--- config.mk ---
export PLATFORM = sky130hd
export DESIGN_NAME = spc_port_ctrl
export DESIGN_NICKNAME = d
export VERILOG_FILES = /design/src/spc_pkg.sv /design/src/spc_port_ctrl.sv /design/src/spc_led_ovr.sv
export SDC_FILE = /design/constraint.sdc
export NUM_CORES = 1
export LEC_CHECK = 0
export BUFFER_PORTS_ARGS = -buffer_cell sky130_fd_sc_hd__buf_2
export CAP_MARGIN = 20
export CORE_MARGIN = 8
export CORE_UTILIZATION = 37
export DETAILED_ROUTE_END_ITERATION = 7
export SLEW_MARGIN = 20
export SYNTH_ARGS = -nofsm -noshare
export SYNTH_HDL_FRONTEND = slang
export SYNTH_SLANG_ARGS = --single-unit
--- constraint.sdc ---
create_clock -name ref_clk -period 1.29 [get_ports ref_clk]
set_input_delay 0.0645 -clock ref_clk [delete_from_list [all_inputs] [get_ports ref_clk]]
set_output_delay 0.0645 -clock ref_clk [all_outputs]
set_load 0.02 [all_outputs]
--- src/spc_pkg.sv ---
// Purpose: Constants for the port one control register bank.
// Assumes: 8-bit byte address, 16-bit register data.
// Notes:   Field positions are bit indices within the 16-bit word.
package spc_pkg;

    // ==========================================================
    // Register offsets and reset values
    // ==========================================================
    localparam logic [7:0]  OFS_CTRL   = 8'h6c;
    localparam logic [7:0]  OFS_DTAG   = 8'h70;
    localparam logic [15:0] CTRL_RST   = 16'h0000;
    localparam logic [15:0] CTRL_WMASK = 16'h7fff;
    localparam logic [15:0] DTAG_RST   = 16'h0001;
    localparam logic [11:0] VID_RST    = 12'h001;

    // ==========================================================
    // Field positions of port_one_control_first, and the VID top bit of the default tag
    // ==========================================================
    localparam int B_LED_HI  = 14;
    localparam int B_LED_LO  = 12;
    localparam int B_SAF_TWO = 11;
    localparam int B_SAF_ONE = 10;
    localparam int B_DROPTAG = 9;
    localparam int B_TWO_Q   = 8;
    localparam int B_STORM   = 7;
    localparam int B_DSCP    = 6;
    localparam int B_USRPRI  = 5;
    localparam int B_PPRI_HI = 4;
    localparam int B_PPRI_LO = 3;
    localparam int B_INSERT  = 2;
    localparam int B_STRIP   = 1;
    localparam int B_FOUR_Q  = 0;
    localparam int B_VID_HI  = 11;

    // ==========================================================
    // Indicator override codes
    // ==========================================================
    localparam logic [2:0] LED_BOTH_OFF = 3'h4;
    localparam logic [2:0] LED_ZERO_ON  = 3'h5;
    localparam logic [2:0] LED_ONE_ON   = 3'h6;
    localparam logic [2:0] LED_BOTH_ON  = 3'h7;

    // ==========================================================
    // Module state
    // ==========================================================
    typedef struct packed {
        logic [15:0] ctrl;
        logic [15:0] dtag;
        logic [15:0] rdata;
        logic        cls_valid;
        logic        cls_drop;
        logic        cls_saf;
        logic        cls_storm;
        logic [1:0]  cls_prio;
        logic [1:0]  cls_queue;
        logic        eg_valid;
        logic        eg_insert;
        logic        eg_strip;
        logic [11:0] eg_vid;
    } spc_state_t;

    typedef struct packed {
        logic ind_zero;
        logic ind_one;
    } spc_led_state_t;

endpackage

--- src/spc_port_ctrl.sv ---
// Purpose: Port one control register bank and the per-packet decisions it steers.
// Assumes: Packet descriptors and normal indicator levels come from logic on ref_clk.
// Notes:   Register reads return data in the cycle after the read strobe.
//
// Design decision made here: the plain strobed port.
module spc_port_ctrl (
    // Clock and reset
    input  wire logic        ref_clk,
    input  wire logic        srst,
    // Register port
    input  wire logic [7:0]  reg_addr,
    input  wire logic [15:0] reg_wdata,
    input  wire logic        reg_wr,
    input  wire logic        reg_rd,
    output logic      [15:0] reg_rdata,
    // Ingress descriptor
    input  wire logic        in_valid,
    input  wire logic        in_tagged,
    input  wire logic        in_sa_hit_one,
    input  wire logic        in_sa_hit_two,
    input  wire logic        in_bcast,
    input  wire logic        in_dscp_hit,
    input  wire logic [1:0]  in_dscp_prio,
    input  wire logic        in_tag_hit,
    input  wire logic [1:0]  in_tag_prio,
    // Ingress decision
    output logic             cls_valid,
    output logic             cls_drop,
    output logic             cls_saf,
    output logic             cls_storm,
    output logic      [1:0]  cls_prio,
    output logic      [1:0]  cls_queue,
    // Egress descriptor
    input  wire logic        eg_in_valid,
    input  wire logic        eg_tagged_rx,
    input  wire logic [11:0] eg_src_vid,
    // Egress decision
    output logic             eg_valid,
    output logic             eg_insert,
    output logic             eg_strip,
    output logic      [11:0] eg_vid,
    // Default VID of this port for other egress ports
    output logic      [11:0] default_vid,
    // Indicators
    input  wire logic        norm_zero,
    input  wire logic        norm_one,
    output logic             port_indicator_zero,
    output logic             port_indicator_one
);

    spc_pkg::spc_state_t s_ff;
    spc_pkg::spc_state_t nxt_s;

    // ==========================================================
    // Helpers
    // ==========================================================
    // Maps a priority to an egress queue under the split setting.
    function automatic logic [1:0] queue_of(input logic [1:0] prio,
                                            input logic [15:0] ctrl);
        logic [1:0] q;
        q = 2'h0;
        if (ctrl[spc_pkg::B_FOUR_Q]) begin
            q = prio;
        end else if (ctrl[spc_pkg::B_TWO_Q]) begin
            q = {1'b0, prio[1]};
        end
        return q;
    endfunction

    // Combined classification: enabled results ORed, else port priority.
    function automatic logic [1:0] prio_of(input logic [15:0] ctrl,
                                           input logic dhit,
                                           input logic [1:0] dpri,
                                           input logic thit,
                                           input logic [1:0] tpri);
        logic       use_d;
        logic       use_t;
        logic [1:0] p;
        use_d = ctrl[spc_pkg::B_DSCP] & dhit;
        use_t = ctrl[spc_pkg::B_USRPRI] & thit;
        p = ctrl[spc_pkg::B_PPRI_HI:spc_pkg::B_PPRI_LO];
        if (use_d || use_t) begin
            p = (use_d ? dpri : 2'h0) | (use_t ? tpri : 2'h0);
        end
        return p;
    endfunction

    // ==========================================================
    // Next state
    // ==========================================================
    always_comb begin
        nxt_s = s_ff;
        nxt_s.rdata = 16'h0000;
        // writes land at once, next packet sees them
        if (reg_wr) begin
            if (reg_addr == spc_pkg::OFS_CTRL) begin
                nxt_s.ctrl = reg_wdata & spc_pkg::CTRL_WMASK;
            end else if (reg_addr == spc_pkg::OFS_DTAG) begin
                nxt_s.dtag = reg_wdata;
            end
        end
        if (reg_rd) begin
            case (reg_addr)
                spc_pkg::OFS_CTRL: begin
                    nxt_s.rdata = s_ff.ctrl;
                end
                spc_pkg::OFS_DTAG: begin
                    nxt_s.rdata = s_ff.dtag;
                end
                default: begin
                    nxt_s.rdata = 16'h0000;
                end
            endcase
        end

        nxt_s.cls_valid = in_valid;
        nxt_s.cls_drop = in_valid & in_tagged & s_ff.ctrl[spc_pkg::B_DROPTAG];
        nxt_s.cls_saf = in_valid
            & ((in_sa_hit_two & s_ff.ctrl[spc_pkg::B_SAF_TWO])
             | (in_sa_hit_one & s_ff.ctrl[spc_pkg::B_SAF_ONE]));
        nxt_s.cls_storm = in_valid & in_bcast & s_ff.ctrl[spc_pkg::B_STORM];
        nxt_s.cls_prio = prio_of(s_ff.ctrl, in_dscp_hit, in_dscp_prio,
                                 in_tag_hit, in_tag_prio);
        nxt_s.cls_queue = queue_of(nxt_s.cls_prio, s_ff.ctrl);

        nxt_s.eg_valid = eg_in_valid;
        nxt_s.eg_insert = eg_in_valid & ~eg_tagged_rx
            & s_ff.ctrl[spc_pkg::B_INSERT];
        nxt_s.eg_strip = eg_in_valid & eg_tagged_rx
            & s_ff.ctrl[spc_pkg::B_STRIP];
        nxt_s.eg_vid = eg_src_vid;
    end

    always_ff @(posedge ref_clk) begin
        if (srst) begin
            s_ff <= '0;
            s_ff.ctrl <= spc_pkg::CTRL_RST;
            // default tag resets to VID one
            s_ff.dtag <= spc_pkg::DTAG_RST;
        end else begin
            s_ff <= nxt_s;
        end
    end

    // ==========================================================
    // Outputs
    // ==========================================================
    assign reg_rdata   = s_ff.rdata;
    assign cls_valid   = s_ff.cls_valid;
    assign cls_drop    = s_ff.cls_drop;
    assign cls_saf     = s_ff.cls_saf;
    assign cls_storm   = s_ff.cls_storm;
    assign cls_prio    = s_ff.cls_prio;
    assign cls_queue   = s_ff.cls_queue;
    assign eg_valid    = s_ff.eg_valid;
    assign eg_insert   = s_ff.eg_insert;
    assign eg_strip    = s_ff.eg_strip;
    assign eg_vid      = s_ff.eg_vid;
    assign default_vid = s_ff.dtag[spc_pkg::B_VID_HI:0];

    spc_led_ovr u_led (
        .ref_clk             (ref_clk),
        .srst                (srst),
        .led_mode            (s_ff.ctrl[spc_pkg::B_LED_HI:spc_pkg::B_LED_LO]),
        .norm_zero           (norm_zero),
        .norm_one            (norm_one),
        .port_indicator_zero (port_indicator_zero),
        .port_indicator_one  (port_indicator_one)
    );
endmodule

--- src/spc_led_ovr.sv ---
// Purpose: Port indicator override from the three-bit direct field.
// Assumes: Normal indicator levels come from logic on ref_clk.
// Notes:   Outputs are registered, one cycle behind their inputs.
module spc_led_ovr (
    // Clock and reset
    input  wire logic       ref_clk,
    input  wire logic       srst,
    // Control
    input  wire logic [2:0] led_mode,
    input  wire logic       norm_zero,
    input  wire logic       norm_one,
    // Pins
    output logic            port_indicator_zero,
    output logic            port_indicator_one
);

    spc_pkg::spc_led_state_t s_ff;
    spc_pkg::spc_led_state_t nxt_s;

    // ==========================================================
    // Override decode
    // ==========================================================
    always_comb begin
        nxt_s = s_ff;
        case (led_mode)
            spc_pkg::LED_BOTH_OFF: begin
                nxt_s.ind_zero = 1'b0;
                nxt_s.ind_one  = 1'b0;
            end
            spc_pkg::LED_ZERO_ON: begin
                nxt_s.ind_zero = 1'b1;
                nxt_s.ind_one  = 1'b0;
            end
            spc_pkg::LED_ONE_ON: begin
                nxt_s.ind_zero = 1'b0;
                nxt_s.ind_one  = 1'b1;
            end
            spc_pkg::LED_BOTH_ON: begin
                nxt_s.ind_zero = 1'b1;
                nxt_s.ind_one  = 1'b1;
            end
            default: begin
                nxt_s.ind_zero = norm_zero;
                nxt_s.ind_one  = norm_one;
            end
        endcase
    end

    always_ff @(posedge ref_clk) begin
        if (srst) begin
            s_ff <= '0;
        end else begin
            s_ff <= nxt_s;
        end
    end

    assign port_indicator_zero = s_ff.ind_zero;
    assign port_indicator_one  = s_ff.ind_one;
endmodule

==> reports/metrics.yaml, run 1 <==
finish:
  antenna_cells: 0
  nets: 457
  drive_above_1_share_pct: 35.5
  design_area_sq_um: 3930
  syn_to_final_growth_pct: 28.9
setup_path:
  worstPathRequired_ns: 1.57
  cp.arrival_ns: 1.45
  rr_endpoint: "cls_queue[0]$_SDFF_PP0_"
  slowest_delay_ns: 0.34
  r2r_cells: 4
  critPathSlowestCell: "dfxtp_1"
  crit_type: "flop to flop"
  cp-start-kind: "flop"
  critical_path.max_fanout: 4
  worstSetupEndpointType: "flop"
  reg2reg_from: "s_ff[61]$_SDFFE_PP0P_"
  reg2reg_slack_ns: 0.12
  critical_path.cell_chain: "and2_1, o311ai_0, buf_4, a22o_1"
synthesis:
  syn_inst: 306
  ys_types: 29
  synth_seq_cells: 72
  synth_ff_type: "dfxtp_1"
  syn-mean-instance-area_sq_um: 9.96
  synth_common_cells: "72 x dfxtp_1, 45 x buf_4, 43 x nand2b_1, 31 x mux2i_1, 30 x nand3_1"
  synth_edf_count: 0
  mappedNetlistNets: 361
  synth_top_area_share_pct: 47.3
  netlist_area_sq_um: 3050
  synth_top_area_cell: "dfxtp_1"
  yosysMostFrequentCell: "dfxtp_1"
  seq_area_frac_synth_pct: 47.3
  synth_top_cells_by_area: "dfxtp_1 47%, buf_4 11%, mux2i_1 10%"
  ys_warn_count: 0
  async_reset_ff_share_pct: 0
clocking:
  clockBufferDepth: 2
  clock_sinks: 72
  cts_resized: 0
  cts_tree: "done"
  cts_buffers: 9
  clk_transition_reported_paths_ns: 0.07
  cts.htree.levels: 3
  cts.hold.buffers_added: 23
  clk_latency_ns: 0.34
  root_buffer: "clkbuf_8"
  postCtsSetupBuffers: 0
placement:
  placed_cell_area_sq_um: 3510
  post-dp-hpwl_microns: 5580
  port_buffers: 107
  gp_congestion: 0.778
detailed_routing:
  first_iter_violations: 54
  vias: 2371
  vias_per_cell: 4.64
  wirelength_microns: 7550
  firstDrtPassIters: 4
  ant_nets: 0
  drcViolationCount: 0
  wl_per_cell_microns: 14.8
floorplan:
  die-area_sq_um: 11400
  start_util_pct: 37.7
  core_area_sq_um: 8090
  ioPinCount: 108
  fp.dieW_microns: 107
  std_cell_rows: 33
  fp.dieH_microns: 107
sta:
  worstMarginPinSlew_ns: 0.418
  hold_viol: 0
  fin_crit_sh_pct: 90.5
  finalSetupTns_ns: 0
  slew_headroom_pct: 72.0
  report.final.slew_viol_count: 0
  rsz0062_at_grt: "no"
  period_needed_ns: 1.17
  setup_viol: 0
  max_freq_mhz: 857
  hold_slack_ns: 0.0120
  skew_ns: 0.00680
global_route:
  grt_antenna_before_repair: 0
  overflow: 0
  grt.total_usage_pct: 13.5
  grt_pass1_wl_microns: 12300
  grt_pass1_vias: 2572
  grt_start_max_net_pins: 26
pwr:
  power_mw: 4.33
  ir_drop_mv: 0.543
  powerDensity_nw_per_um2: 1100
  p_leak_nw: 1.77
worst_hold_path:
  hold_path_class: "primary input to flop"
  holdPathEnd: "default_vid[9]$_SDFFE_PP0P_"
  min_path_cells: 3
  worstHoldStart: "reg_wdata[9]"
run:
  max-cap-violations: 0
status:
  run_status: "completed"
==> final cells by class <==
cell class / count / area [sq um]
Fill cell: 811 / 4170
Inverter: 2 / 7.51
Timing Repair Buffer: 147 / 943
Multi-Input combinational cell: 170 / 1220
Tap cell: 105 / 131
Sequential cell: 72 / 1440
Clock buffer: 9 / 124
Clock inverter: 6 / 61.3
==> critical path, delay by kind of cell (launching register included) <==
kind                   cells  cell delay, ns
AO/OA/AOI/OAI              2            0.44
AND/OR/NAND/NOR            1            0.15
buffers and inverters      1            0.18
flip-flops                 1            0.34
==> state kept, by name, summed over array words and instances, names as in the netlist <==
register and flops:
u_led.port_indicator_one 1, u_led.port_indicator_zero 1, eg_valid 1, cls_saf 1
cls_storm 1, cls_drop 1, cls_prio 2, cls_valid 1
eg_insert 1, eg_vid 12, s_ff 19, eg_strip 1
cls_queue 2, reg_rdata 16, default_vid 12
==> power breakdown <==
group	total [mW]	switching, mW	internal, mW
combinational	0.371	0.175	0.196
clock	1.70	0.827	0.875
sequential	2.25	0.00623	2.25
total	4.33	1.01	3.32
==> routing by layer <==
| metal | vias up | track usage (%) | wire length, microns |
|---|---|---|---|
| met1 | 1097 | 14.2 | 3140 |
| li1 | 1181 | - | - |
| met2 | 78 | 23.3 | 3680 |
| met5 | - | 0 | 0 |
| met4 | 0 | 7.24 | 176 |
| met3 | 15 | 4.80 | 551 |
==> kinds of logic after synthesis <==
logic type | Yosys count | share of synthesized area (%)
flops | 72 | 47.3
buf+inv | 64 | 13.9
simple gates | 117 | 24.4
mux | 31 | 10.2
compound gates | 22 | 4.23
==> how the worst max path moves through the flow <==
| stage | slack (ns) | depth (start not counted) | from | end |
|---|---|---|---|---|
| 4_1_cts | 0.09 | 4 | s_ff[61]$_SDFFE_PP0P_ | cls_queue[0]$_SDFF_PP0_ |
| 2_1_floorplan | 0.13 | 4 | reg_addr[7] | s_ff[59]$_SDFFE_PP0P_ |
| 6_report | 0.12 | 4 | s_ff[61]$_SDFFE_PP0P_ | cls_queue[0]$_SDFF_PP0_ |
| 3_3_place_gp | 0.09 | 4 | reg_addr[1] | default_vid[0]$_SDFFE_PP1P_ |
| 5_1_grt | 0.03 | 4 | s_ff[61]$_SDFFE_PP0P_ | cls_queue[0]$_SDFF_PP0_ |
| 3_5_place_dp | 0.04 | 4 | reg_addr[1] | default_vid[0]$_SDFFE_PP1P_ |
==> cells in the final DEF (no fill, tap or decap), drive strengths merged <==
master	n
buf	124
dfxtp	72
nand2b	43
mux2i	31
nand3	31
dlygate4sd3	23
nor2b	17
a21oi	16
clkbuf	9
nor2	4
and3	4
nand4b	4
clkinv	4
and2	3
inv	2
nand4bb	2
o31ai	2
nor4bb	2
nand4	2
nor3	2
o311ai	2
nor4b	1
nand2	1
a22oi	1
and3b	1
a22o	1
bufinv	1
clkinvlp	1
==> through the flow <==
step,worst slack (ns),cells,utilization (%)
2_1_floorplan,0.134,306,-
3_3_place_gp,0.0887,473,43.4
3_5_place_dp,0.0429,473,43.4
4_1_cts,0.0917,511,48.5
5_1_grt,0.0307,511,48.5
6_report,0.123,511,48.5
Note: power is estimated with default switching activity, not from simulation.
==> inputs of run 2 (changes only) <==
CORE_ASPECT_RATIO = 1.5   (was default)
clock period = 1.2 ns   (was 1.29 ns; I/O delays follow)
==> reports/metrics.yaml, run 2 (synthesized netlist as in run 1, its figures left out) <==
finish:
  top_register: "s_ff"  # unchanged
  syn_to_final_growth_pct: 30.8  # was 28.9%
  nets: 453  # was 457
  nFillCells: 755  # was 811
  layout_commonest_cell: "buf_2"  # unchanged
  drive_above_1_share_pct: 37.0  # was 35.5%
  largest_reg_flops: 19  # unchanged
  antenna_cells: 0  # unchanged
  design_area_sq_um: 3990  # was 3930 sq um
  fin_cells: 508  # was 511
  final_cell_mix: "107 x buf_2, 72 x dfxtp_1, 43 x nand2b_1"  # unchanged
clocking:
  cts_tree: "done"  # unchanged
  root_buffer: "clkbuf_16"  # was clkbuf_8
  clk_latency_ns: 0.33  # was 0.34 ns
  cts_buffers: 9  # unchanged
  clock_sinks: 72  # unchanged
  postCtsSetupBuffers: 0  # unchanged
  cts.htree.levels: 3  # unchanged
  clockBufferDepth: 2  # unchanged
  clk_transition_reported_paths_ns: 0.06  # was 0.07 ns
sta:
  skew_ns: 0.00375  # was 0.00680 ns
  finalSetupTns_ns: 0  # unchanged
  hold_viol: 0  # unchanged
  fin_crit_sh_pct: 93.8  # was 90.5%
  max_freq_mhz: 888  # was 857 MHz
  slew_headroom_pct: 70.3  # was 72.0%
  period_needed_ns: 1.13  # was 1.17 ns
  setup_viol: 0  # unchanged
  rsz0062_at_grt: "no"  # unchanged
  worstMarginPinSlew_ns: 0.445  # was 0.418 ns
  worst_slack_ns: 0.0740  # was 0.123 ns
  report.final.slew_viol_count: 0  # unchanged
pwr:
  swShare_pct: 22.2  # was 23.3%
  clockPowerShare_pct: 48.4  # was 39.3%
  p_comb_share_pct: 7.1  # was 8.6%
  p_switching_mw: 1.21  # was 1.01 mW
  ir_drop_mv: 0.796  # was 0.543 mV
  powerDensity_nw_per_um2: 1370  # was 1100 nW/um^2
  p_int_mw: 4.24  # was 3.32 mW
  seqPwrFrac_pct: 44.5  # was 52.1%
  p_leak_nw: 1.80  # was 1.77 nW
global_route:
  grt_start_max_net_pins: 49  # was 26
  grt_pass1_vias: 2524  # was 2572
  grt_antenna_before_repair: 0  # unchanged
  overflow: 0  # unchanged
  grt.total_usage_pct: 13.6  # was 13.5%
  grt_pass1_wl_microns: 12600  # was 12300 microns
setup_path:
  critical_path.cell_chain: "and2_1, o311ai_2, buf_4, a22o_1"  # was and2_1, o311ai_0, buf_4, a22o_1
  reg2reg_slack_ns: 0.07  # was 0.12 ns
  worstPathRequired_ns: 1.42  # was 1.57 ns
  cp.arrival_ns: 1.34  # was 1.45 ns
  crit_type: "flop to flop"  # unchanged
  critical_path.max_fanout: 5  # was 4
  critPathSlowestCell: "dfxtp_1"  # unchanged
  cp-start-kind: "flop"  # unchanged
  worstSetupEndpointType: "flop"  # unchanged
  slowest_delay_ns: 0.38  # was 0.34 ns
detailed_routing:
  vias: 2308  # was 2371
  wl_met2_microns: 3990  # was 3680 microns
  wirelength_microns: 7690  # was 7550 microns
  dr.max_layer_used: "met4"  # unchanged
  wl_per_cell_microns: 15.1  # was 14.8 microns
  wl_met1_microns: 3160  # was 3140 microns
  wl_met3_microns: 407  # was 551 microns
  vias_per_cell: 4.54  # was 4.64
  ant_nets: 0  # unchanged
  firstDrtPassIters: 4  # unchanged
  first_iter_violations: 76  # was 54
  drcViolationCount: 0  # unchanged
status:
  run_status: "completed"  # unchanged
floorplan:
  ioPinCount: 108  # unchanged
  fp.dieW_microns: 90.1  # was 107 microns
  fp.dieH_microns: 127  # was 107 microns
  std_cell_rows: 40  # was 33
  die-area_sq_um: 11500  # was 11400 sq um
  core_area_sq_um: 8010  # was 8090 sq um
  start_util_pct: 38.1  # was 37.7%
placement:
  post-dp-hpwl_microns: 5660  # was 5580 microns
  port_buffers: 107  # unchanged
  placed_cell_area_sq_um: 3500  # was 3510 sq um
  dp.cells: 475  # was 473
  place_ws_ns: -0.0266  # was 0.0429 ns
  gp_congestion: 0.769  # was 0.778
worst_hold_path:
  hold_path_class: "primary input to flop"  # unchanged
run:
  max-cap-violations: 0  # unchanged
-- run 2: cell types whose count changed in the layout (fill, tap and decap cells not counted), moves of 2 or more --
cell,previous run,this run
dlygate4sd3_1,23,17
inv_6,0,2
o311ai_2,0,2
clkbuf_8,9,0
buf_12,4,2
clkinv_2,3,1
buf_4,13,17
clkbuf_16,0,9
-- run 2: routing by layer --
layer	track usage [%]	vias to the layer above
met4	6.20	0
met1	13.9	1059
li1	-	1174
met3	4.40	9
met5	0	-
met2	24.7	66
-- run 2: worst paths after layout --
kind,from,to,depth (start not counted)
worst max-delay path,s_ff[60]$_SDFFE_PP0P_,cls_queue[0]$_SDFF_PP0_,4
worst min-delay path,in_sa_hit_one,cls_saf$_SDFF_PP0_,3
worst max register to register,s_ff[60]$_SDFFE_PP0P_,cls_queue[0]$_SDFF_PP0_,4
worst min register to register,s_ff[54]$_SDFFE_PP0P_,reg_rdata[15]$_SDFF_PP0_,2
-- run 2: layout make-up --
class	count	area, sq um	area share [%]
flip-flops and latches	72	1440	36.2
multi-input cells	170	1240	31.0
repair buffers	143	873	21.9
clock buffers	10	229	5.74
well taps	105	131	3.30
clock inverters	6	67.6	1.69
inverters	2	7.51	0.188
-- run 2: critical path: cells and delay by family, from the launching register on --
kind,cells,cell delay (ns)
simple gates,1,0.19
flops,1,0.38
compound gates,2,0.29
buf+inv,1,0.16
-- run 2: through the flow --
stage	hold WS (ns)	power (mW)	utilization, %
detailed placement	0.273	2.82	43.7
finish	0.000645	5.45	49.8
floorplan	0.188	2.67	-
global placement	0.268	2.82	43.7
global route	0.00936	5.68	49.8
CTS	0.000166	5.53	49.6
-- run 2: power by group through the flow --
stage	combinational (mW)	sequential [mW]	clock [mW]
CTS	0.388	2.43	2.71
global placement	0.341	2.48	0
finish	0.386	2.43	2.64
floorplan	0.181	2.49	0
detailed placement	0.345	2.48	0
global route	0.417	2.43	2.83
-- run 2: timing repair --
| item | CTS | global route |
|---|---|---|
| gates resized for setup | 1 | 3 |
| setup endpoints to repair | 1 | 2 |
| cloned | 0 | 0 |
| hold buffers | 17 | 0 |
| endpoints found under the hold margin | 17 | 0 |
